[src/verilog/stby_pkg.sv]
package stby_pkg;

	// ----------------------------------------
	// sequencer states
	// ----------------------------------------
	typedef enum logic [2:0] {
		st_reset = 3'h0,
		st_run = 3'h1,
		st_halt = 3'h2,
		st_idle = 3'h3,
		st_stop = 3'h4,
		st_settle = 3'h5
	} state_t;

	// ----------------------------------------
	// standby selection and clock source
	// ----------------------------------------
	typedef enum logic [1:0] {
		sel_halt = 2'h0,
		sel_idle = 2'h1,
		sel_stop = 2'h2
	} standby_sel_t;

	typedef enum logic [1:0] {
		src_resonator = 2'h0,
		src_ext_pll = 2'h1,
		src_direct = 2'h2
	} clk_src_t;

	// ----------------------------------------
	// timing
	// ----------------------------------------
	localparam int CLK_PERIOD_NS = 40;
	localparam int FETCH_DELAY_CYCLES = 30;
	localparam int FETCH_CNT_W = 5;
	// settling is closed by the shortest watchdog time-out
	localparam int SETTLE_TIME_NS = 10500000;
	localparam int SETTLE_CYCLES = (SETTLE_TIME_NS + CLK_PERIOD_NS - 1) / CLK_PERIOD_NS;
	localparam int SETTLE_CNT_W = 19;

endpackage : stby_pkg

[src/verilog/reset_pin_sync.sv]
`timescale 1ns/1ps
module reset_pin_sync (
	// clock and reset
	input wire logic sys_clk,
	input wire logic nrst,
	// pin and synchronised level
	input wire logic reset_pin_n,
	output logic reset_sync_n
);

	logic stage1_n;

	// first stage feeds only the second
	always_ff @(posedge sys_clk or negedge nrst) begin
		if (!nrst) begin
			stage1_n <= 1'b0;
			reset_sync_n <= 1'b0;
		end else begin
			stage1_n <= reset_pin_n;
			reset_sync_n <= stage1_n;
		end
	end

endmodule : reset_pin_sync

[src/verilog/settle_timer.sv]
`timescale 1ns/1ps
module settle_timer #(
	parameter int WIDTH = 19,
	parameter int COUNT = 262500
) (
	// clock and reset
	input wire logic sys_clk,
	input wire logic nrst,
	// control
	input wire logic start,
	input wire logic run,
	// status
	output logic done
);

	logic [WIDTH-1:0] count;

	// restarts from zero on every start
	always_ff @(posedge sys_clk or negedge nrst) begin
		if (!nrst) begin
			count <= '0;
		end else if (start) begin
			count <= '0;
		end else if (run && !done) begin
			count <= count + 1'b1;
		end
	end

	assign done = (count >= WIDTH'(COUNT - 1));

endmodule : settle_timer

[src/verilog/standby_reset_control.sv]
`timescale 1ns/1ps
// Function
// - stop mode halts oscillator and pll, all clocks cease
// - pll mode stop: pll stops with oscillator; settle before clocks resume
// - direct mode stop release resumes clocks with no lock-up wait
// - halt stops cpu clock; idle stops cpu and peripheral; stop stops all
// - cpu stopped in all standby; peripherals and hold work only in halt
// - all internal state kept through halt, idle and stop
// - halt: dram strobes high except cbr refresh; idle/stop: self-refresh
// - clock output keeps toggling in halt and idle unless disabled, then high; always high in stop
// - low reset input resets the whole device
// - reset rising starts program execution
// - output pins held in reset state throughout reset
// - after 30 reset cycles and no hold request, start instruction fetch
// - hold request is granted even during reset, same pin behaviour
// - clock output keeps toggling during reset
// - halt instruction enters standby; selection input picks the mode
// - idle release resumes at once without settling
// - after stop release in resonator or pll mode watchdog restarts at zero; time-out ends settling
module standby_reset_control #(
	parameter int SETTLE_CYCLES = stby_pkg::SETTLE_CYCLES
) (
	// clock and power-on reset
	input wire logic sys_clk,
	input wire logic nrst,
	// device reset pin
	input wire logic reset_pin_n,
	// cpu side
	input wire logic halt_exec,
	input wire logic [1:0] standby_sel,
	input wire logic [1:0] clk_source,
	input wire logic wake_request,
	input wire logic system_clock_output_disable,
	output logic system_reset,
	output logic fetch_start,
	output logic cpu_running,
	// clock gating
	output logic osc_enable,
	output logic pll_enable,
	output logic cpu_clk_en,
	output logic periph_clk_en,
	output logic io_retain,
	output logic system_clock_output,
	// bus hold
	input wire logic bus_hold_request_n,
	output logic bus_hold_grant_n,
	output logic bus_float,
	// dram strobes from the controller
	input wire logic ctl_ras_n,
	input wire logic ctl_dram_lower_column_strobe_n,
	input wire logic ctl_dram_upper_column_strobe_n,
	input wire logic ctl_dram_refresh_request_n,
	input wire logic cbr_active,
	// dram pins
	output logic dram_ras_n,
	output logic dram_lower_column_strobe_n,
	output logic dram_upper_column_strobe_n,
	output logic dram_refresh_request_n,
	output logic self_refresh,
	// watchdog
	input wire logic wdt_timeout_in,
	output logic wdt_clear,
	output logic watchdog_timeout_out
);

	// ----------------------------------------
	// declarations
	// ----------------------------------------
	stby_pkg::state_t state;
	stby_pkg::state_t next_state;
	logic reset_sync_n;
	logic [stby_pkg::FETCH_CNT_W-1:0] fetch_cnt;
	logic fetch_ready;
	logic direct_mode;
	logic external_clk;
	logic standby;
	logic settle_start;
	logic settle_done;
	logic system_clock_output_q;

	function automatic logic strobe_idle(input stby_pkg::state_t s);
		strobe_idle = (s == stby_pkg::st_reset) || (s == stby_pkg::st_halt);
	endfunction : strobe_idle

	// ----------------------------------------
	// reset input path
	// ----------------------------------------
	// synchronise reset pin
	reset_pin_sync u_sync (
		.sys_clk(sys_clk),
		.nrst(nrst),
		.reset_pin_n(reset_pin_n),
		.reset_sync_n(reset_sync_n)
	);

	always_ff @(posedge sys_clk or negedge nrst) begin
		if (!nrst) begin
			fetch_cnt <= '0;
		end else if (state != stby_pkg::st_reset) begin
			fetch_cnt <= '0;
		end else if (!fetch_ready) begin
			fetch_cnt <= fetch_cnt + 1'b1;
		end
	end

	assign fetch_ready = (fetch_cnt == stby_pkg::FETCH_CNT_W'(stby_pkg::FETCH_DELAY_CYCLES));
	assign direct_mode = (clk_source == stby_pkg::src_direct);
	assign external_clk = (clk_source != stby_pkg::src_resonator);

	// ----------------------------------------
	// sequencer
	// ----------------------------------------
	always_comb begin
		next_state = state;
		case (state)
			stby_pkg::st_reset: begin
				// leave reset once released and counted
				if (reset_sync_n && fetch_ready && bus_hold_request_n) begin
					next_state = stby_pkg::st_run;
				end
			end
			stby_pkg::st_run: begin
				if (halt_exec) begin
					case (standby_sel)
						stby_pkg::sel_idle: next_state = stby_pkg::st_idle;
						stby_pkg::sel_stop: next_state = stby_pkg::st_stop;
						default: next_state = stby_pkg::st_halt;
					endcase
				end
			end
			stby_pkg::st_halt: begin
				if (wake_request) begin
					next_state = stby_pkg::st_run;
				end
			end
			stby_pkg::st_idle: begin
				if (wake_request) begin
					next_state = stby_pkg::st_run;
				end
			end
			stby_pkg::st_stop: begin
				if (wake_request) begin
					next_state = direct_mode ? stby_pkg::st_run : stby_pkg::st_settle;
				end
			end
			stby_pkg::st_settle: begin
				if (settle_done) begin
					next_state = stby_pkg::st_run;
				end
			end
			default: next_state = stby_pkg::st_reset;
		endcase
	end

	// any low reset level forces system reset
	always_ff @(posedge sys_clk or negedge nrst) begin
		if (!nrst) begin
			state <= stby_pkg::st_reset;
		end else if (!reset_sync_n) begin
			state <= stby_pkg::st_reset;
		end else begin
			state <= next_state;
		end
	end

	// ----------------------------------------
	// oscillation settling
	// ----------------------------------------
	assign settle_start = (state == stby_pkg::st_stop) && wake_request && !direct_mode;

	// counter restarts at zero on release
	settle_timer #(
		.WIDTH(stby_pkg::SETTLE_CNT_W),
		.COUNT(SETTLE_CYCLES)
	) u_settle (
		.sys_clk(sys_clk),
		.nrst(nrst),
		.start(settle_start),
		.run(state == stby_pkg::st_settle),
		.done(settle_done)
	);

	assign wdt_clear = settle_start || (state == stby_pkg::st_reset);

	// settling time-out never reaches the pin
	// entry into reset or settling is masked too, so the pin is low from their first cycle
	always_ff @(posedge sys_clk or negedge nrst) begin
		if (!nrst) begin
			watchdog_timeout_out <= 1'b0;
		end else begin
			watchdog_timeout_out <= wdt_timeout_in && reset_sync_n
				&& (state != stby_pkg::st_reset) && (state != stby_pkg::st_settle)
				&& (next_state != stby_pkg::st_reset) && (next_state != stby_pkg::st_settle);
		end
	end

	// ----------------------------------------
	// clock gating
	// ----------------------------------------
	assign standby = (state == stby_pkg::st_halt) || (state == stby_pkg::st_idle)
		|| (state == stby_pkg::st_stop);
	assign system_reset = (state == stby_pkg::st_reset);
	assign osc_enable = !external_clk && (state != stby_pkg::st_stop);
	assign pll_enable = !direct_mode && (state != stby_pkg::st_stop);
	// cpu stopped in every standby mode
	assign cpu_clk_en = (state == stby_pkg::st_run);
	assign cpu_running = cpu_clk_en;
	assign periph_clk_en = (state == stby_pkg::st_run) || (state == stby_pkg::st_halt)
		|| system_reset;
	// gating only, no state is cleared on entry
	assign io_retain = standby || (state == stby_pkg::st_settle);

	// one fetch pulse on leaving reset
	always_ff @(posedge sys_clk or negedge nrst) begin
		if (!nrst) begin
			fetch_start <= 1'b0;
		end else begin
			fetch_start <= system_reset && (next_state == stby_pkg::st_run);
		end
	end

	// ----------------------------------------
	// clock output
	// ----------------------------------------
	// toggles in reset, run, halt and idle unless disabled; high in stop and settling
	always_ff @(posedge sys_clk or negedge nrst) begin
		if (!nrst) begin
			system_clock_output_q <= 1'b1;
		end else if (system_clock_output_disable || state == stby_pkg::st_stop
			|| state == stby_pkg::st_settle) begin
			system_clock_output_q <= 1'b1;
		end else begin
			system_clock_output_q <= !system_clock_output_q;
		end
	end

	assign system_clock_output = system_clock_output_q;

	// ----------------------------------------
	// bus hold
	// ----------------------------------------
	// follows the request in reset, run and halt; held unchanged in idle, stop and settling
	always_ff @(posedge sys_clk or negedge nrst) begin
		if (!nrst) begin
			bus_hold_grant_n <= 1'b1;
		end else if (state == stby_pkg::st_idle || state == stby_pkg::st_stop
			|| state == stby_pkg::st_settle) begin
			bus_hold_grant_n <= bus_hold_grant_n;
		end else begin
			bus_hold_grant_n <= bus_hold_request_n;
		end
	end

	assign bus_float = !bus_hold_grant_n;

	// ----------------------------------------
	// dram pins
	// ----------------------------------------
	// strobes high in reset and halt unless cbr runs
	always_comb begin
		self_refresh = (state == stby_pkg::st_idle) || (state == stby_pkg::st_stop)
			|| (state == stby_pkg::st_settle);
		if (strobe_idle(state) && !cbr_active) begin
			dram_ras_n = 1'b1;
			dram_lower_column_strobe_n = 1'b1;
			dram_upper_column_strobe_n = 1'b1;
			dram_refresh_request_n = 1'b1;
		end else begin
			dram_ras_n = ctl_ras_n;
			dram_lower_column_strobe_n = ctl_dram_lower_column_strobe_n;
			dram_upper_column_strobe_n = ctl_dram_upper_column_strobe_n;
			dram_refresh_request_n = ctl_dram_refresh_request_n;
		end
	end
endmodule : standby_reset_control

[config.mk]
export PLATFORM = sky130hd
export DESIGN_NAME = standby_reset_control
export DESIGN_NICKNAME = d
export VERILOG_FILES = /design/src/verilog/stby_pkg.sv /design/src/verilog/reset_pin_sync.sv /design/src/verilog/settle_timer.sv /design/src/verilog/standby_reset_control.sv
export SDC_FILE = /design/constraint.sdc
export NUM_CORES = 1
export LEC_CHECK = 0
export BUFFER_PORTS_ARGS = -buffer_cell sky130_fd_sc_hd__buf_2
export CAP_MARGIN = 25
export CELL_PAD_IN_SITES_DETAIL_PLACEMENT = 1
export CELL_PAD_IN_SITES_GLOBAL_PLACEMENT = 2
export CORE_ASPECT_RATIO = 0.6
export CORE_MARGIN = 1
export CORE_UTILIZATION = 34
export CTS_CLUSTER_DIAMETER = 50
export CTS_CLUSTER_SIZE = 16
export DETAILED_ROUTE_END_ITERATION = 8
export PLACE_DENSITY_LB_ADDON = 0.1
export SETUP_SLACK_MARGIN = 0.05
export SLEW_MARGIN = 15
export SYNTH_ARGS = -nofsm -noshare
export SYNTH_HDL_FRONTEND = slang
export SYNTH_SLANG_ARGS = --single-unit
[constraint.sdc]
create_clock -name sys_clk -period 2.3 [get_ports sys_clk]
set_input_delay 0.23 -clock sys_clk [delete_from_list [all_inputs] [get_ports sys_clk]]
set_output_delay 0.23 -clock sys_clk [all_outputs]
set_load 0.02 [all_outputs]
Word level (Yosys, flattened, before mapping)
Index checks and enable logic that the tools add are counted.
Widths: inputs -> output; s select.
{"block": "totals", "input_bits": 17, "regBits": 33, "elab_cells": 81, "out_inout_bits": 18}
{"block": "classes", "reduce_logical": 37, "n_eq_ne": 14, "addsub": 2, "n_lt_le_gt_ge": 1, "n_mux": 18}
{"cell": "$mux 19", "n": 2}
{"cell": "$mux 3", "n": 7}
{"cell": "$add 19x1->19 const B", "n": 1}
{"cell": "$ge 19x19->1 const B", "n": 1}
{"cell": "$pmux 3 s5", "n": 1}
{"cell": "$logic_and 1x1->1", "n": 14}
{"cell": "$logic_or 1x1->1", "n": 11}
{"cell": "$mux 5", "n": 2}
{"cell": "$ne 3x3->1 const B", "n": 3}
{"cell": "$eq 3x1->1 const B", "n": 2}
{"cell": "$eq 3x2->1 const B", "n": 2}
{"cell": "$eq 3x3->1 const B", "n": 2}
{"cell": "$logic_not 1->1", "n": 6}
{"cell": "$pmux 3 s2", "n": 1}
{"cell": "$reduce_bool 3->1", "n": 2}
{"cell": "$add 5x1->5 const B", "n": 1}
{"cell": "$eq 5x5->1 const B", "n": 1}
{"cell": "$mux 1", "n": 5}
{"cell": "$eq 2x2->1 const B", "n": 2}
{"cell": "$reduce_bool 2->1", "n": 2}
{"cell": "$logic_not 3->1", "n": 1}
{"cell": "$eq 2x1->1 const B", "n": 1}
{"cell": "$ne 2x1->1 const B", "n": 1}
{"cell": "$reduce_or 2->1", "n": 1}

Logic depth before layout (Yosys ltp)
{"block": "depth", "word_depth": 8, "mapped_depth": 8, "ltp_nobuf": 7}

Cells and area by module
A second synthesis with hierarchy kept.
{"block": "unflattened", "hier_cells": 207, "hier_area_um2": 1921.8}
{"mod": "settle_timer", "cells_per_inst": 126, "area_each_um2": 1121.1, "n_inst": 1, "seq_area_each_um2": 475.5}
{"mod": "standby_reset_control", "cells_per_inst": 79, "area_each_um2": 750.7, "n_inst": 1, "seq_area_each_um2": 302.8}
{"mod": "reset_pin_sync", "cells_per_inst": 2, "area_each_um2": 50.0, "n_inst": 1, "seq_area_each_um2": 50.0}

Worst setup path before layout
No wires, ideal clock.
{"block": "synth_path", "kind": "register to register", "from": "register state[0]", "to": "register watchdog_timeout_out", "synth_period_minus_slack_ps": 2200, "path_stages_with_launch": 7, "setup_ps": 136, "setup_slack_ps": 100, "arrival_ps": 2064, "path_cell_list": "dfrtp_1 > clkbuf_1 > nor3b_1 > a32oi_1 > o21a_1 > a2111oi_0 > nor3b_1"}
{"element": "from (decl)", "line": "standby_reset_control.sv:69", "text": "stby_pkg::state_t state;"}
{"element": "from (signal assigned)", "line": "standby_reset_control.sv:158", "text": "state <= stby_pkg::st_reset;"}
{"element": "from (signal assigned)", "line": "standby_reset_control.sv:160", "text": "state <= stby_pkg::st_reset;"}
{"element": "from (signal assigned)", "line": "standby_reset_control.sv:162", "text": "state <= next_state;"}
{"element": "$eq 3x1->1 (*)"}
{"element": "net cpu_clk_en", "line": "standby_reset_control.sv:40", "text": "output logic cpu_clk_en,"}
{"element": "$pmux 3 s5 (*)", "line": "standby_reset_control.sv:115", "text": "case (state)"}
{"element": "$reduce_bool 3->1", "line": "standby_reset_control.sv:193", "text": "&& (next_state != stby_pkg::st_reset) && (next_state != stby_pkg::st_settle);"}
{"element": "$logic_and 1x1->1", "line": "standby_reset_control.sv:193"}
{"element": "$logic_and 1x1->1 (*)", "line": "standby_reset_control.sv:193"}
{"element": "to (signal assigned)", "line": "standby_reset_control.sv:191", "text": "watchdog_timeout_out <= wdt_timeout_in && reset_sync_n"}
{"element": "to (decl)", "line": "standby_reset_control.sv:63", "text": "output logic watchdog_timeout_out"}
The timed path passes the listed nets; every way through them passes the cells marked *.
A chain may end at the register's enable or synchronous reset.

Final worst setup path
{"block": "layout_path", "from": "register u_settle.count[14]", "to": "register u_settle.count[9]"}
{"block": "layout_between", "elab_chain_cells": 4}
{"element": "from (decl)", "line": "settle_timer.sv:16", "text": "logic [WIDTH-1:0] count;"}
{"element": "from (signal assigned)", "line": "settle_timer.sv:25", "text": "count <= count + 1'b1;"}
{"element": "$ge 19x19->1", "line": "settle_timer.sv:29", "text": "assign done = (count >= WIDTH'(COUNT - 1));"}
{"element": "$logic_not 1->1", "line": "settle_timer.sv:24", "text": "end else if (run && !done) begin"}
{"element": "$logic_and 1x1->1", "line": "settle_timer.sv:24"}
{"element": "$reduce_bool 2->1 (no source line)"}
No other way between the ends.

==> results.toml <==
[status]
status = "complete, no violations"

[worst_setup_path]
crit_end = "u_settle.count[9]$_DFFE_PN0P_"
critPathLaunch = "u_settle.count[14]$_DFFE_PN0P_"
slowest_stage = "or4_4"
cp_top_family = "simple AND/OR/NAND/NOR gates"
max_stage_delay_ns = 0.57
crit_type = "reg2reg"
worstPathArrival_ns = 2.41
regToRegStartpoint = "u_settle.count[14]$_DFFE_PN0P_"
cp_num_cells = 6
end_kind = "register"
rrSetupSlack_ns = 0.1
ff2ff_path_depth = 6
path_buf_inv = 1
crit_chain = "or4_4 -> o31ai_4 -> o211ai_2 -> buf_4 -> or4b_1 -> a21oi_2"
required_ns = 2.51
r2r-end = "u_settle.count[9]$_DFFE_PN0P_"
critical_path.max_fanout = 3
start_kind = "register"

[timing]
skew_ns = 0.00401
drv_slew = 0
slew_headroom_pct = 48.7
hold_violations = 0
tightestPinTransition_ns = 0.769
period_share_pct = 95.7
min_period_ns = 2.20
hold-worst-slack_ns = 0.0174
finalSetupTns_ns = 0
setup_viol = 0
fmax_mhz = 454
rsz0062_at_grt = "yes"

[synthesis]
synth_area_per_cell_sq_um = 9.19
synth_cell_type_count = 48
synth-compound-area-share_pct = 18.3
synthAdderAreaFrac_pct = 3.24
synth-simple-area-share_pct = 26.1
synthMuxAreaShare_pct = 1.62
syn_nets = 232
ys_seq_area_share_pct = 42.9
synth_seq_cells = 33
syn_area_sq_mm = 0.00193
synth_warnings = 0
synthArstFlopShare_pct = 100
synth_ff_type = "dfrtp_1"
synth-xor-area-share_pct = 2.27
synth_edf_count = 0
synthCells = 210
synth_top_family_by_area = "simple AND/OR/NAND/NOR gates"

[clock_network]
hold_buffers = 0
cts_buffers = 5
root_buffer = "clkbuf_8"
clockBufferDepth = 2
numClockSinks = 33
h-tree-depth = 2
path_clk_slew_ns = 0.08
insertion_delay_ns = 0.28
cts_tree = "done"

[grt]
grt_max_degree = 34
grt_pass1_vias = 1820
grt_pass1_wl_mm = 9.40
grt_overflow = 0
antenna_found_initial = 0
grt_use_total_pct = 20.9

[layout]
drive_gt1_share_pct = 31.5
final_nets = 278
syn_to_final_growth_pct = 22.4
final_cell_mix = "34 x buf_2, 30 x dfrtp_1, 16 x nand2_1, 16 x o21ai_0"
finalInstanceArea_sq_mm = 0.00236
mostFrequentLayoutCell = "buf_2"
final-instance-count-excl-fill = 323
antenna_cells = 0

[floorplan]
die_area_sq_mm = 0.00599
chipHeight_um = 60.4
std_cell_rows = 20
initial_utilization_pct = 36.7
core-area_sq_mm = 0.00526
fp.dieW_um = 99.3
io_pins = 35

[power]
total_power_uw = 1680
peakVddDrop_mv = 0.396
total_leakage_power_uw = 0.000990
power.density_mw_per_mm2 = 711

[place]
port-buffer-count = 34
gp_congestion = 0.801
placed_area_sq_mm = 0.00221
dp_cells = 314
hpwl_mm = 4.34

[route]
routed_wl_mm = 5.63
firstDrtPassIters = 4
num_vias = 1780
antenna_left = 0
drt_iter0_markers = 82
via_per_inst = 5.51
drc = 0
wl_per_cell_um = 17.4

[worst_hold_path]
hp-class = "in2async"

[flow_run]
cap_violations = 0
==> timing repair <==
| item | in CTS | in global routing |
|---|---|---|
| hold endpoints to repair | 0 | 0 |
| gates resized for setup | 2 | 4 |
| setup endpoints to repair | 5 | 5 |
| setup buffers | 1 | 0 |
| pin swaps | 1 | 3 |
==> synthesized netlist by cell type (3+ instances only) <==
cell / number / area, sq um
dfrtp_1: 31 / 776
a21oi_1: 17 / 85.1
nand2_1: 16 / 60.1
o21ai_0: 16 / 80.1
nor2_1: 13 / 48.8
inv_1: 11 / 41.3
nand3_1: 10 / 50.1
nor3_1: 8 / 40.0
or3_1: 6 / 37.5
or3_2: 6 / 45.0
ha_1: 5 / 62.6
nand4_1: 5 / 31.3
or2_2: 5 / 31.3
nor2b_1: 4 / 25.0
nor3b_1: 4 / 30.0
o211ai_1: 4 / 30.0
xor2_1: 4 / 35.0
and3_1: 3 / 18.8
clkbuf_1: 3 / 11.3
o31ai_1: 3 / 22.5
==> registers in the layout, summed over array words and instances (netlist names) <==
name	flops
u_settle.count	19
state	3
watchdog_timeout_out	1
u_sync.stage1_n	1
fetch_cnt	5
u_sync.reset_sync_n	1
bus_hold_grant_n	1
system_clock_output	1
fetch_start	1
==> routing by layer <==
layer	vias to the layer above	track usage, %	wire, um
met1	882	30.8	3110
met4	0	4.41	38
met5	-	0	0
met3	4	4.26	204
li1	857	-	-
met2	37	32.0	2280
==> power breakdown <==
part	total, uW	internal, uW	switching (uW)
clock	584	353	231
combinational	343	149	193
sequential	753	666	87.3
total	1680	1170	512
==> layout make-up <==
class / count / area (sq um)
Multi-Input combinational cell: 157 / 1010
Clock buffer: 6 / 82.6
Inverter: 11 / 41.3
Timing Repair Buffer: 48 / 275
Sequential cell: 33 / 830
Fill cell: 630 / 2890
Tap cell: 66 / 82.6
Clock inverter: 2 / 37.5
==> worst min path at each step <==
stage | slack [ns] | cells after the start | to | from
final | 0.02 | 1 | fetch_cnt[3]$_DFFE_PN0P_ | nrst
after global routing | 0.03 | 1 | u_sync.stage1_n$_DFF_PN0_ | reset_pin_n
after CTS | 0.04 | 1 | fetch_cnt[3]$_DFFE_PN0P_ | nrst
after detailed placement | 0.34 | 0 | u_sync.reset_sync_n$_DFF_PN0_ | u_sync.stage1_n$_DFF_PN0_
after global placement | 0.34 | 1 | fetch_cnt[2]$_DFFE_PN0P_ | nrst
after floorplan | -0.07 | 0 | fetch_cnt[0]$_DFFE_PN0P_ | nrst
==> logic make-up (layout without fill, tap and decap cells) <==
group / count (synthesis) / count (layout)
AND/OR/NAND/NOR: 90 / 90
buffers and inverters: 20 / 67
XOR/XNOR: 5 / 5
multiplexers: 3 / 3
adder cells (fa/ha/maj): 5 / 5
flip-flops: 33 / 33
AO/OA/AOI/OAI: 54 / 54
==> per-stage QoR <==
step                utilization [%]  setup slack (ns)
finish                         45.0            0.0992
floorplan                         -             0.100
CTS                            44.7            0.0870
detailed placement             42.1          -0.00923
global placement               42.1             0.102
global route                   45.0            0.0257
(Power assumes the default switching activity.)
